## config.mk

```make
export PLATFORM = sky130hd
export DESIGN_NAME = sac_top
export DESIGN_NICKNAME = d
export VERILOG_FILES = /design/src/core/sac_pkg.sv /design/src/core/sac_top.sv
export SDC_FILE = /design/constraint.sdc
export NUM_CORES = 1
export LEC_CHECK = 0
export ABC_AREA = 0
export BUFFER_PORTS_ARGS = -buffer_cell sky130_fd_sc_hd__buf_2
export CELL_PAD_IN_SITES_DETAIL_PLACEMENT = 1
export CELL_PAD_IN_SITES_GLOBAL_PLACEMENT = 1
export CORE_UTILIZATION = 40
export DETAILED_ROUTE_END_ITERATION = 8
export GPL_TIMING_DRIVEN = 0
export PLACE_DENSITY = 0.91
export SETUP_SLACK_MARGIN = 0.05
export SYNTH_ARGS = -nofsm -noshare
export SYNTH_HDL_FRONTEND = slang
export SYNTH_SLANG_ARGS = --single-unit
```

## constraint.sdc

```tcl
create_clock -name clk -period 5.8 [get_ports clk]
set_input_delay 0.29 -clock clk [delete_from_list [all_inputs] [get_ports clk]]
set_output_delay 0.29 -clock clk [all_outputs]
set_load 0.1 [all_outputs]
```

## src/core/sac_pkg.sv

```systemverilog
package sac_pkg;
   // register indices; byte address is four times the index
   localparam logic [15:0] IDX_RESULT_HIGH = 16'hFFC4;
   localparam logic [15:0] IDX_RESULT_LOW = 16'hFFC5;
   localparam logic [15:0] IDX_MODE = 16'hFFC6;
   localparam logic [15:0] IDX_START = 16'hFFC7;
   localparam logic [15:0] IDX_CLOCK_STOP = 16'hFFFA;
   localparam logic [15:0] IDX_EDGE_SEL = 16'hFFC8;
   localparam logic [15:0] IDX_IRQ_STATUS = 16'hFFC9;
   localparam logic [15:0] IDX_IRQ_MASK = 16'hFFCA;
   localparam int ADDR_W = 18;

   // reset values
   localparam logic [7:0] MODE_RST = 8'h30;
   localparam logic [7:0] CLOCK_STOP_RST = 8'hFF;
   localparam logic [1:0] MODE_RSVD_ONES = 2'h3;
   localparam logic [6:0] START_RSVD_ONES = 7'h7F;

   // field positions
   localparam int MODE_SPEED_BIT = 7;
   localparam int MODE_TRIG_BIT = 6;
   localparam int START_FLAG_BIT = 7;
   localparam int STANDBY_BIT = 4;

   // conversion timing in system clock cycles
   localparam logic [5:0] PERIOD_SLOW = 6'h3E;
   localparam logic [5:0] PERIOD_FAST = 6'h1F;
   localparam logic [2:0] SAMPLE_SLOW = 3'h2;
   localparam logic [2:0] SAMPLE_FAST = 3'h1;
   localparam logic [2:0] STEP_SLOW = 3'h6;
   localparam logic [2:0] STEP_FAST = 3'h3;
   localparam int RES_W = 10;
   localparam int NUM_CH = 8;

   typedef enum logic [2:0] {
      SAC_IDLE = 3'b001,
      SAC_SAMPLE = 3'b010,
      SAC_CONVERT = 3'b100
   } sac_state_t;
endpackage : sac_pkg

```

## src/core/sac_top.sv

```systemverilog
// What this block does
// result kept as 10 bits: top 8 in high register, low 2 in low bits 7:6
// results readable anytime; held unchanged until the next conversion finishes
// reset does not touch the two result registers
// reset sets mode register to 30 hex
// mode bit 7 picks period: 0 gives 62 cycles, 1 gives 31 cycles
// software keeps conversion time at 12.4 microseconds or longer
// mode bit 6 enables start by external trigger edge; else edges ignored
// trigger edge polarity chosen by a separate edge select bit
// mode bits 5:4 and start bits 6:0 read as one, writes ignored
// channel field: 00xx none, 01xx inputs 0 to 3, 10xx inputs 4 to 7
// software changes channel only while start flag reads zero
// writing 1 to start flag starts; trigger start also sets the flag
// on completion results load and start flag clears together
// writing 0 to start flag stops a running conversion; an enabled trigger edge in the same cycle overrides the stop
// start flag reads 1 while busy, 0 when done; reset clears it
// eight selectable inputs and 10 bit resolution
// clock stop bit 4 low puts converter in standby; reset value releases
// completion sets end request flag; interrupt only when its enable is 1
// count the selected cycles from start before completing
//
// Local design decision: the APB slave port.
`timescale 1ns/1ps
`default_nettype none
module sac_top
   import sac_pkg::*;
(
   input wire logic clk,
   input wire logic reset,
   input wire logic psel,
   input wire logic penable,
   input wire logic pwrite,
   input wire logic [ADDR_W-1:0] paddr,
   input wire logic [31:0] pwdata,
   output logic [31:0] prdata,
   output logic pready,
   output logic pslverr,
   input wire logic ext_trigger_pin,
   input wire logic comp_above,
   output logic [NUM_CH-1:0] input_select,
   output logic sample_hold,
   output logic [RES_W-1:0] dac_code,
   output logic converter_standby,
   output logic irq
);

   function automatic logic [NUM_CH-1:0] decode_channel(input logic [3:0] field);
      logic [NUM_CH-1:0] onehot;
      onehot = '0;
      case (field[3:2])
         2'b01: onehot[{1'b0, field[1:0]}] = 1'b1;
         2'b10: onehot[{1'b1, field[1:0]}] = 1'b1;
         default: onehot = '0;
      endcase
      return onehot;
   endfunction : decode_channel

   function automatic logic [5:0] period_m1(input logic fast);
      return fast ? PERIOD_FAST - 6'h1 : PERIOD_SLOW - 6'h1;
   endfunction : period_m1

   // register state
   logic speed_select_ff;
   logic ext_trigger_enable_ff;
   logic [3:0] input_select_field_ff;
   logic start_flag_ff;
   logic [7:0] module_clock_stop_reg_one_ff;
   logic trigger_edge_select_ff;
   logic conv_end_request_ff;
   logic conv_end_irq_enable_ff;
   logic [7:0] conv_result_high_ff;
   logic [1:0] conv_result_low_ff;

   // bus state
   logic pready_ff;
   logic pslverr_ff;
   logic [31:0] prdata_ff;

   // conversion state
   sac_state_t state_ff;
   logic [2:0] phase_cnt_ff;
   logic [3:0] bit_idx_ff;
   logic [RES_W-1:0] trial_ff;
   logic [NUM_CH-1:0] input_select_ff;
   logic sample_hold_ff;
   logic standby_ff;
   logic irq_ff;

   // synchronisers
   logic trig_meta_ff;
   logic trig_sync_ff;
   logic trig_prev_ff;
   logic comp_meta_ff;
   logic comp_sync_ff;

   // ---------------- bus decode ----------------
   wire [15:0] word_idx = paddr[ADDR_W-1:2];
   wire access = psel & penable & pready_ff;
   wire wr = access & pwrite;
   wire rd = access & ~pwrite;
   wire hit_high = word_idx == IDX_RESULT_HIGH;
   wire hit_low = word_idx == IDX_RESULT_LOW;
   wire hit_mode = word_idx == IDX_MODE;
   wire hit_start = word_idx == IDX_START;
   wire hit_stop = word_idx == IDX_CLOCK_STOP;
   wire hit_edge = word_idx == IDX_EDGE_SEL;
   wire hit_status = word_idx == IDX_IRQ_STATUS;
   wire hit_mask = word_idx == IDX_IRQ_MASK;
   wire mapped = (hit_high | hit_low | hit_mode | hit_start | hit_stop | hit_edge
                  | hit_status | hit_mask) & (paddr[1:0] == 2'h0);

   wire [7:0] mode_rd = {speed_select_ff, ext_trigger_enable_ff, MODE_RSVD_ONES,
                         input_select_field_ff};
   wire [7:0] start_rd = {start_flag_ff, START_RSVD_ONES};
   wire [7:0] low_rd = {conv_result_low_ff, 6'h00};
   wire [7:0] rd_byte = hit_high ? conv_result_high_ff :
                        hit_low ? low_rd :
                        hit_mode ? mode_rd :
                        hit_start ? start_rd :
                        hit_stop ? module_clock_stop_reg_one_ff :
                        hit_edge ? {7'h00, trigger_edge_select_ff} :
                        hit_status ? {7'h00, conv_end_request_ff} :
                        hit_mask ? {7'h00, conv_end_irq_enable_ff} : 8'h00;

   // one wait state: pready rises in the second access cycle
   wire nxt_pready = psel & penable & ~pready_ff;

   always_ff @(posedge clk or posedge reset) begin
      if (reset) begin
         pready_ff <= 1'b0;
         pslverr_ff <= 1'b0;
         prdata_ff <= 32'h0000_0000;
      end else begin
         pready_ff <= nxt_pready;
         pslverr_ff <= nxt_pready & ~mapped;
         prdata_ff <= (nxt_pready & ~pwrite & mapped) ? {24'h00_0000, rd_byte} : 32'h0000_0000;
      end
   end

   // ---------------- software controls ----------------
   wire mode_wr = wr & hit_mode & mapped;
   wire start_wr = wr & hit_start & mapped;
   wire sw_start = start_wr & pwdata[START_FLAG_BIT];
   wire sw_stop = start_wr & ~pwdata[START_FLAG_BIT];
   wire standby = ~module_clock_stop_reg_one_ff[STANDBY_BIT];

   always_ff @(posedge clk or posedge reset) begin
      if (reset) begin
         speed_select_ff <= MODE_RST[MODE_SPEED_BIT];
         ext_trigger_enable_ff <= MODE_RST[MODE_TRIG_BIT];
         input_select_field_ff <= MODE_RST[3:0];
         module_clock_stop_reg_one_ff <= CLOCK_STOP_RST;
         trigger_edge_select_ff <= 1'b0;
         conv_end_irq_enable_ff <= 1'b0;
      end else begin
         if (mode_wr) begin
            speed_select_ff <= pwdata[MODE_SPEED_BIT];
            ext_trigger_enable_ff <= pwdata[MODE_TRIG_BIT];
            input_select_field_ff <= pwdata[3:0];
         end
         if (wr & hit_stop & mapped) begin
            module_clock_stop_reg_one_ff <= pwdata[7:0];
         end
         if (wr & hit_edge & mapped) begin
            trigger_edge_select_ff <= pwdata[0];
         end
         if (wr & hit_mask & mapped) begin
            conv_end_irq_enable_ff <= pwdata[0];
         end
      end
   end

   // ---------------- external trigger ----------------
   always_ff @(posedge clk or posedge reset) begin
      if (reset) begin
         trig_meta_ff <= 1'b0;
         trig_sync_ff <= 1'b0;
         trig_prev_ff <= 1'b0;
         comp_meta_ff <= 1'b0;
         comp_sync_ff <= 1'b0;
      end else begin
         trig_meta_ff <= ext_trigger_pin;
         trig_sync_ff <= trig_meta_ff;
         trig_prev_ff <= trig_sync_ff;
         comp_meta_ff <= comp_above;
         comp_sync_ff <= comp_meta_ff;
      end
   end

   // edge select 1 means rising, 0 means falling
   wire trig_edge = trigger_edge_select_ff ? (trig_sync_ff & ~trig_prev_ff)
                                           : (~trig_sync_ff & trig_prev_ff);
   wire hw_start = trig_edge & ext_trigger_enable_ff;

   // ---------------- conversion sequencer ----------------
   wire idle = state_ff == SAC_IDLE;
   wire [2:0] sample_last = speed_select_ff ? SAMPLE_FAST - 3'h1 : SAMPLE_SLOW - 3'h1;
   wire [2:0] step_last = speed_select_ff ? STEP_FAST - 3'h1 : STEP_SLOW - 3'h1;
   // a start while busy is dropped; the trigger wins over a same-cycle stop
   wire go = idle & ~standby & (sw_start | hw_start);
   wire abort = ~idle & ((sw_stop & ~hw_start) | standby);
   wire decide = (state_ff == SAC_CONVERT) & (phase_cnt_ff == step_last);
   wire done = decide & (bit_idx_ff == 4'h0) & ~abort;

   logic [RES_W-1:0] sar_next;
   always_comb begin
      sar_next = trial_ff;
      // comparator low means the trial overshoots, so drop this bit
      sar_next[bit_idx_ff] = comp_sync_ff;
      if (bit_idx_ff != 4'h0) begin
         sar_next[bit_idx_ff - 4'h1] = 1'b1;
      end
   end

   sac_state_t nxt_state;
   always_comb begin
      nxt_state = state_ff;
      case (state_ff)
         SAC_IDLE: begin
            if (go) begin
               nxt_state = SAC_SAMPLE;
            end
         end
         SAC_SAMPLE: begin
            if (abort) begin
               nxt_state = SAC_IDLE;
            end else if (phase_cnt_ff == sample_last) begin
               nxt_state = SAC_CONVERT;
            end
         end
         SAC_CONVERT: begin
            if (abort | done) begin
               nxt_state = SAC_IDLE;
            end
         end
         default: nxt_state = SAC_IDLE;
      endcase
   end

   always_ff @(posedge clk or posedge reset) begin
      if (reset) begin
         state_ff <= SAC_IDLE;
         phase_cnt_ff <= 3'h0;
         bit_idx_ff <= 4'h0;
         trial_ff <= '0;
      end else begin
         state_ff <= nxt_state;
         if (nxt_state != state_ff || decide) begin
            phase_cnt_ff <= 3'h0;
         end else begin
            phase_cnt_ff <= phase_cnt_ff + 3'h1;
         end
         if (state_ff == SAC_SAMPLE && nxt_state == SAC_CONVERT) begin
            bit_idx_ff <= 4'(RES_W - 1);
            trial_ff <= {1'b1, {(RES_W - 1){1'b0}}};
         end else if (decide) begin
            bit_idx_ff <= bit_idx_ff - 4'h1;
            trial_ff <= sar_next;
         end
      end
   end

   // start flag: set by start, cleared by completion, stop or standby
   always_ff @(posedge clk or posedge reset) begin
      if (reset) begin
         start_flag_ff <= 1'b0;
      end else if (go) begin
         start_flag_ff <= 1'b1;
      end else if (done | abort) begin
         start_flag_ff <= 1'b0;
      end
   end

   // results carry no reset so a reset leaves the last value readable
   always_ff @(posedge clk) begin
      if (done) begin
         conv_result_high_ff <= sar_next[RES_W-1:2];
         conv_result_low_ff <= sar_next[1:0];
      end
   end

   // ---------------- interrupt ----------------
   wire status_rd = rd & hit_status & mapped;
   wire nxt_request = done | (conv_end_request_ff & ~status_rd);
   wire nxt_enable = (wr & hit_mask & mapped) ? pwdata[0] : conv_end_irq_enable_ff;

   always_ff @(posedge clk or posedge reset) begin
      if (reset) begin
         conv_end_request_ff <= 1'b0;
         irq_ff <= 1'b0;
      end else begin
         conv_end_request_ff <= nxt_request;
         irq_ff <= nxt_request & nxt_enable;
      end
   end

   // ---------------- analog side outputs ----------------
   always_ff @(posedge clk or posedge reset) begin
      if (reset) begin
         input_select_ff <= '0;
         sample_hold_ff <= 1'b0;
         standby_ff <= 1'b0;
      end else begin
         input_select_ff <= decode_channel(input_select_field_ff);
         sample_hold_ff <= nxt_state == SAC_SAMPLE;
         standby_ff <= standby;
      end
   end

   assign prdata = prdata_ff;
   assign pready = pready_ff;
   assign pslverr = pslverr_ff;
   assign input_select = input_select_ff;
   assign sample_hold = sample_hold_ff;
   assign dac_code = trial_ff;
   assign converter_standby = standby_ff;
   assign irq = irq_ff;

   // ---------------- checks ----------------
   logic [5:0] elapsed_ff;
   always_ff @(posedge clk or posedge reset) begin
      if (reset) begin
         elapsed_ff <= 6'h0;
      end else if (idle) begin
         elapsed_ff <= 6'h0;
      end else begin
         elapsed_ff <= elapsed_ff + 6'h1;
      end
   end

   result_load_a: assert property (@(posedge clk) disable iff (reset)
      done |=> conv_result_high_ff == $past(sar_next[RES_W-1:2])
               && conv_result_low_ff == $past(sar_next[1:0]) && !start_flag_ff)
      else $error("result not loaded or flag not cleared at completion");

   // identity compare: results are unknown until the first completion after power-up
   result_hold_a: assert property (@(posedge clk) disable iff (reset)
      !done |=> conv_result_high_ff === $past(conv_result_high_ff)
                && conv_result_low_ff === $past(conv_result_low_ff))
      else $error("result changed without a completion");

   reserved_ones_a: assert property (@(posedge clk) disable iff (reset)
      psel && penable && pready_ff && !pwrite && mapped && (hit_mode || hit_start)
      |-> (hit_mode ? prdata_ff[5:4] == 2'h3 : prdata_ff[6:0] == 7'h7F))
      else $error("reserved bits do not read as one");

   conv_period_a: assert property (@(posedge clk) disable iff (reset)
      done |-> elapsed_ff == period_m1(speed_select_ff))
      else $error("conversion did not take the selected period");

   trig_ignored_a: assert property (@(posedge clk) disable iff (reset)
      idle && trig_edge && !ext_trigger_enable_ff && !sw_start |=> !start_flag_ff)
      else $error("disabled trigger started a conversion");

   trig_start_a: assert property (@(posedge clk) disable iff (reset)
      idle && hw_start && !standby |=> start_flag_ff && state_ff == SAC_SAMPLE)
      else $error("enabled trigger edge did not start");

   sw_abort_a: assert property (@(posedge clk) disable iff (reset)
      !idle && sw_stop && !hw_start |=> !start_flag_ff && idle)
      else $error("stop write did not end the conversion");

   chan_decode_a: assert property (@(posedge clk) disable iff (reset)
      ##1 input_select_ff == decode_channel($past(input_select_field_ff)))
      else $error("channel select mismatch");

   flag_busy_a: assert property (@(posedge clk) disable iff (reset)
      start_flag_ff == !idle)
      else $error("start flag does not track conversion");

   standby_stop_a: assert property (@(posedge clk) disable iff (reset)
      standby |=> idle && !start_flag_ff)
      else $error("converter ran during standby");

   irq_level_a: assert property (@(posedge clk) disable iff (reset)
      done |=> conv_end_request_ff && (irq_ff == conv_end_irq_enable_ff))
      else $error("end request or interrupt wrong after completion");

endmodule : sac_top
`default_nettype wire

```

# Yosys cells after proc, flatten, opt, wreduce, memory -nomap -nowiden
# Index checks and enable logic that the tools add are counted.
[word_totals]
regBits = 74
latchBits = 0
ramBits = 0
rom_bits = 0
output_inout_bits = 55
elab_cells = 159
memories = 0
[op_classes]
n_addsub = 2
mul = 0
div = 0
n_lt_le_gt_ge = 8
eq_ne = 18
shifts = 0
mux = 36
bitwise = 58
reduce_logical = 11
[op_table]
columns = ["op", "n"]
rows = [
  ["16-bit == test, second input constant", 8],
  ["8-bit 2-to-1 mux", 6],
  ["1-bit AND", 35],
  ["10-bit 2-to-1 mux", 3],
  ["3-bit 2-to-1 mux", 6],
  ["8-bit one-hot mux with 2 select lines", 1],
  ["1-bit 2-to-1 mux", 12],
  ["1-bit inverter", 11],
  ["1-bit bitwise OR", 11],
  ["10-bit bitwise mux", 1],
  ["4-bit by 5-bit < comparator with 1-bit output, second input constant", 2],
  ["10-bit bitwise OR", 1],
  ["3-bit one-hot mux with 3 select lines", 1],
  ["1-bit demux with 4-bit select", 2],
  ["4-bit by 1-bit greater-or-equal comparator with 1-bit output, second input constant", 2],
  ["4-bit 2-to-1 mux", 2],
  ["3-bit by 2-bit == test with 1-bit output, second input constant", 2],
  ["3-bit == test, second input constant", 2],
  ["1-bit logical AND", 5],
  ["1-bit demux with 2-bit select", 2],
  ["4-bit zero test", 1],
  ["2-bit by 4-bit < comparator with 1-bit output, second input constant", 1],
  ["3-bit by 4-bit < comparator with 1-bit output, second input constant", 1],
  ["2-bit nonzero test", 2],
  ["13 further kinds", 13],
]

# Depth between registers and ports, before layout
[logic_depth]
word_depth = 22
depth_mapped = 9
ltp_nobuf = 7

# Worst setup path before layout
# Ideal clock, no wire load.
[synth_path]
path_kind = "register -> register"
startpoint = "reg bit_idx_ff[0]"
endpoint = "reg conv_result_high_ff[0], enable pin"
setup_time_ps = 400
arrival_ps = 2430
t_required_ps = 5400
setup_slack_ps = 2970
stages_incl_launch_ff = 7
n_path_buf = 1
synth_period_minus_slack_ps = 2830
cell_sequence = "dfrtp_1 inv_1 ha_1 clkbuf_1 nor3b_1 o2111ai_1 a311oi_1"
[synth_between]
elab_chain_len = 3
[synth_lines]
columns = ["element", "line_no", "rtl"]
rows = [
  ["start: declaration", "sac_top.sv:82", "logic [3:0] bit_idx_ff;"],
  ["start signal: assignment", "sac_top.sv:254", "bit_idx_ff <= 4'(RES_W - 1);"],
  ["start signal: assignment", "sac_top.sv:257", "bit_idx_ff <= bit_idx_ff - 4'h1;"],
  ["4-bit zero test", "sac_top.sv:203", "wire done = decide & (bit_idx_ff == 4'h0) & ~abort;"],
  ["1-bit AND (2 in series)", "sac_top.sv:203", ""],
  ["named net done", "sac_top.sv:203", ""],
  ["end signal: assignment", "sac_top.sv:277", "conv_result_high_ff <= sar_next[RES_W-1:2];"],
  ["end: declaration", "sac_top.sv:71", "logic [7:0] conv_result_high_ff;"],
]
# The timed path passes the listed nets, and every way through them passes these cells.
# A chain may end at the register's enable or synchronous reset.

# Final worst setup path
[layout_path]
startpoint = "reg bit_idx_ff[0]"
endpoint = "reg conv_result_high_ff[6], enable pin"
# The elaborated chain is that of the path after synthesis.

==> out/metrics.yaml <==
logic_synthesis:
  synth_top_cell_area_share: 0.3405
  yosysMostFrequentCell: "dfrtp_1"
  synth_top_family_by_area: "simple AND/OR/NAND/NOR gates"
  netlist_top_cells_area: "dfrtp_1 (34%), edfxtp_1 (7.4%), dfstp_2 (5.8%)"
  synth-seq-area-share: 0.4732
  synth_seq_cells: 74
  syn_avg_cell_area_sq_um: 10.47
  synth_simple_gate_area_frac: 0.2018
  synth_warnings: 0
  yosys.area.top_type: "dfrtp_1"
  synthXorXnorAreaFrac: 0.01300
  synth_fa_ha_area_frac: 0.03095
  synth_compound_area_frac: 0.1130
  async_flop_share: 0.8649
  yosys.cell_types.count: 65
  synthTopCellsByCount: "dfrtp_1 (55), nor2_1 (32), buf_4 (24), nand2_1 (22), o21ai_0 (19)"
  syn_inst: 386
  syn_area_sq_um: 4043
  synth_mux_area_frac: 0.08945
  ys.flop_type: "dfrtp_1"
  synth_edf_count: 10
cts:
  clkLatencyLatePin_ns: 0.36
  cts-root-buf: "clkbuf_8"
  path_clk_slew_ns: 0.09
  postCtsSetupRepairBufs: 0
  cts.repair.resized: 0
  cts_sinks: 74
  cts_buffer_depth: 2
  cts_tree: "built"
  htree_levels: 3
  numCtsBuffers: 9
global_routing:
  overflow: 0
  grt_max_degree: 45
  grt_pass1_wl_microns: 17160
  grt_pass1_vias: 3351
  antenna_found_initial: 0
  grtUsageTotal: 0.2149
setup_path:
  crit_fanout: 11
  worstPathCellList: "inv_1, ha_1, clkbuf_1, nor3b_1, o2111ai_1, a311oi_2"
  required_ns: 5.77
  end_kind: "flop"
  regToRegSetupSlack_ns: 2.60
  cp_slowest_cell: "a311oi_2"
  arrival_ns: 3.18
  cpPeakStageDelay_ns: 0.93
  startpoint_type: "flop"
  worst-setup-path-type: "reg2reg"
sta:
  setup_viol: 0
  final-hold-violation-count: 0
  min_period_ns: 3.202
  max_freq_mhz: 312.3
  setup-tns-final_ns: 0
  rsz0062_at_grt: "false"
  drv_slew: 0
  hold_ws_ns: 0.03304
  setup_slack_ns: 2.598
  skew_ns: 0.01210
  max-slew-margin-rel: 0.3009
  fin_crit_sh: 0.5521
  max_slew.worst_pin.slew_ns: 1.049
power:
  p_total_mw: 1.067
  leakage_nw: 2.227
  power_density_nw_per_um2: 220.5
  ir_drop_mv: 0.1046
floorplan:
  die-area_sq_um: 10510
  initial_core_util: 0.4136
  core_area_sq_um: 9774
  die_height_microns: 102.5
  ioPinCount: 112
  dieWidth_microns: 102.5
  placementRows: 36
placed_design:
  placedInstanceArea_sq_um: 4627
  post-place-cells: 604
  dp_worst_setup_slack_ns: 2.637
  io_buffers: 61
  dp_hpwl_microns: 7963
  gp_congestion: 0.8875
detailed_routing:
  drtIter0Drc: 133
  drt-total-wl_microns: 10520
  drc: 0
  routedWlPerCell_microns: 16.94
  drt_first_pass_iters: 4
  viasPerCell: 5.275
  ant_nets: 0
  vias: 3276
outcome:
  status: "complete, no violations"
final_layout:
  n_antenna_cell: 0
  drive_above_1_share: 0.2930
  final_util: 0.4950
  instances_no_fill: 621
  finalNetCount: 550
  final_area_sq_um: 4838
  syn_to_final_growth_pct: 19.68
run:
  cap_violations: 0
min_path:
  hp-class: "in2reg"
logic make-up (layout without fill, tap and decap cells):
| kind of cell | count (synthesis) | in the layout |
|---|---|---|
| AO/OA/AOI/OAI | 65 | 65 |
| XOR/XNOR | 6 | 6 |
| adder cells (fa/ha/maj) | 10 | 10 |
| buffers and inverters | 54 | 133 |
| flip-flops | 74 | 74 |
| multiplexers | 34 | 34 |
| other | 1 | 24 |
| AND/OR/NAND/NOR | 142 | 142 |
metal layers:
| layer | vias up | GRT usage | part of all wire |
|---|---|---|---|
| li1 | 1541 | - | - |
| met1 | 1631 | 0.2612 | 0.43 |
| met2 | 90 | 0.3841 | 0.52 |
| met3 | 14 | 0.04068 | 0.041 |
| met4 | 0 | 0.06703 | 0.013 |
| met5 | - | 0 | 0 |
placed cells by master, fill, tap and decap left out, types with 10 or more instances in the layout:
cell type	synthesis	final
buf_2	5	66
dfrtp_1	55	55
nor2_1	32	32
buf_4	24	24
conb_1	1	24
nand2_1	22	22
o21ai_0	19	19
mux2i_1	17	17
nor3_1	12	12
inv_1	13	12
nand4_1	10	10
mux2_2	10	10
nand3_1	10	10
a21oi_1	10	10
ha_1	10	10
edfxtp_1	10	10
where the power goes:
part           switching (mW)  internal, mW  leakage (nW)
Clock                   0.206         0.201        0.0998
Sequential            0.00138         0.527         0.899
Combinational           0.103        0.0276          1.23
timing repair:
action / 4_1_cts / 5_1_grt
endpoints found under the hold margin: 17 / 0
setup endpoints to repair: 0 / 0
hold buffers: 1 / 0
final cells by class:
cell class	instances	area [sq um]
Fill cell	1146	4936
Sequential cell	74	1913
Multi-Input combinational cell	281	1908
Timing Repair Buffer	63	335.3
Buffer	40	261.5
Tap cell	133	166.4
Clock buffer	9	123.9
Clock inverter	7	77.57
Inverter	14	52.55
sequential cells by signal, summed over array words and instances, names as in the netlist, 2 cells and up:
register and cells:
input_select_field_ff 4, conv_result_low_ff 2, state_ff 3, conv_result_high_ff 8, prdata 8, input_select 8, dac_code 10, phase_cnt_ff 3
bit_idx_ff 4, module_clock_stop_reg_one_ff 8
critical path: cells and delay by family, from the launching register on:
| kind | cells | cell delay, ns |
|---|---|---|
| AOI/OAI and AO/OA | 2 | 1.17 |
| adders and majority gates | 1 | 0.16 |
| buffers and inverters | 2 | 0.44 |
| DFF | 1 | 0.48 |
| and+or+nand+nor | 1 | 0.56 |
final timing paths:
kind	cells past startpoint	endpoint	from
max	6	conv_result_high_ff[6]$_DFFE_PP_	bit_idx_ff[0]$_DFFE_PP0P_
min	1	comp_meta_ff$_DFF_PP0_	comp_above
max reg2reg	6	conv_result_high_ff[6]$_DFFE_PP_	bit_idx_ff[0]$_DFFE_PP0P_
min reg2reg	0	comp_sync_ff$_DFF_PP0_	comp_meta_ff$_DFF_PP0_
max in group asynchronous	4	module_clock_stop_reg_one_ff[2]$_DFFE_PP1P_	reset
min in group asynchronous	3	comp_sync_ff$_DFF_PP0_	reset
No activity file was read; power rests on OpenSTA's default activity.
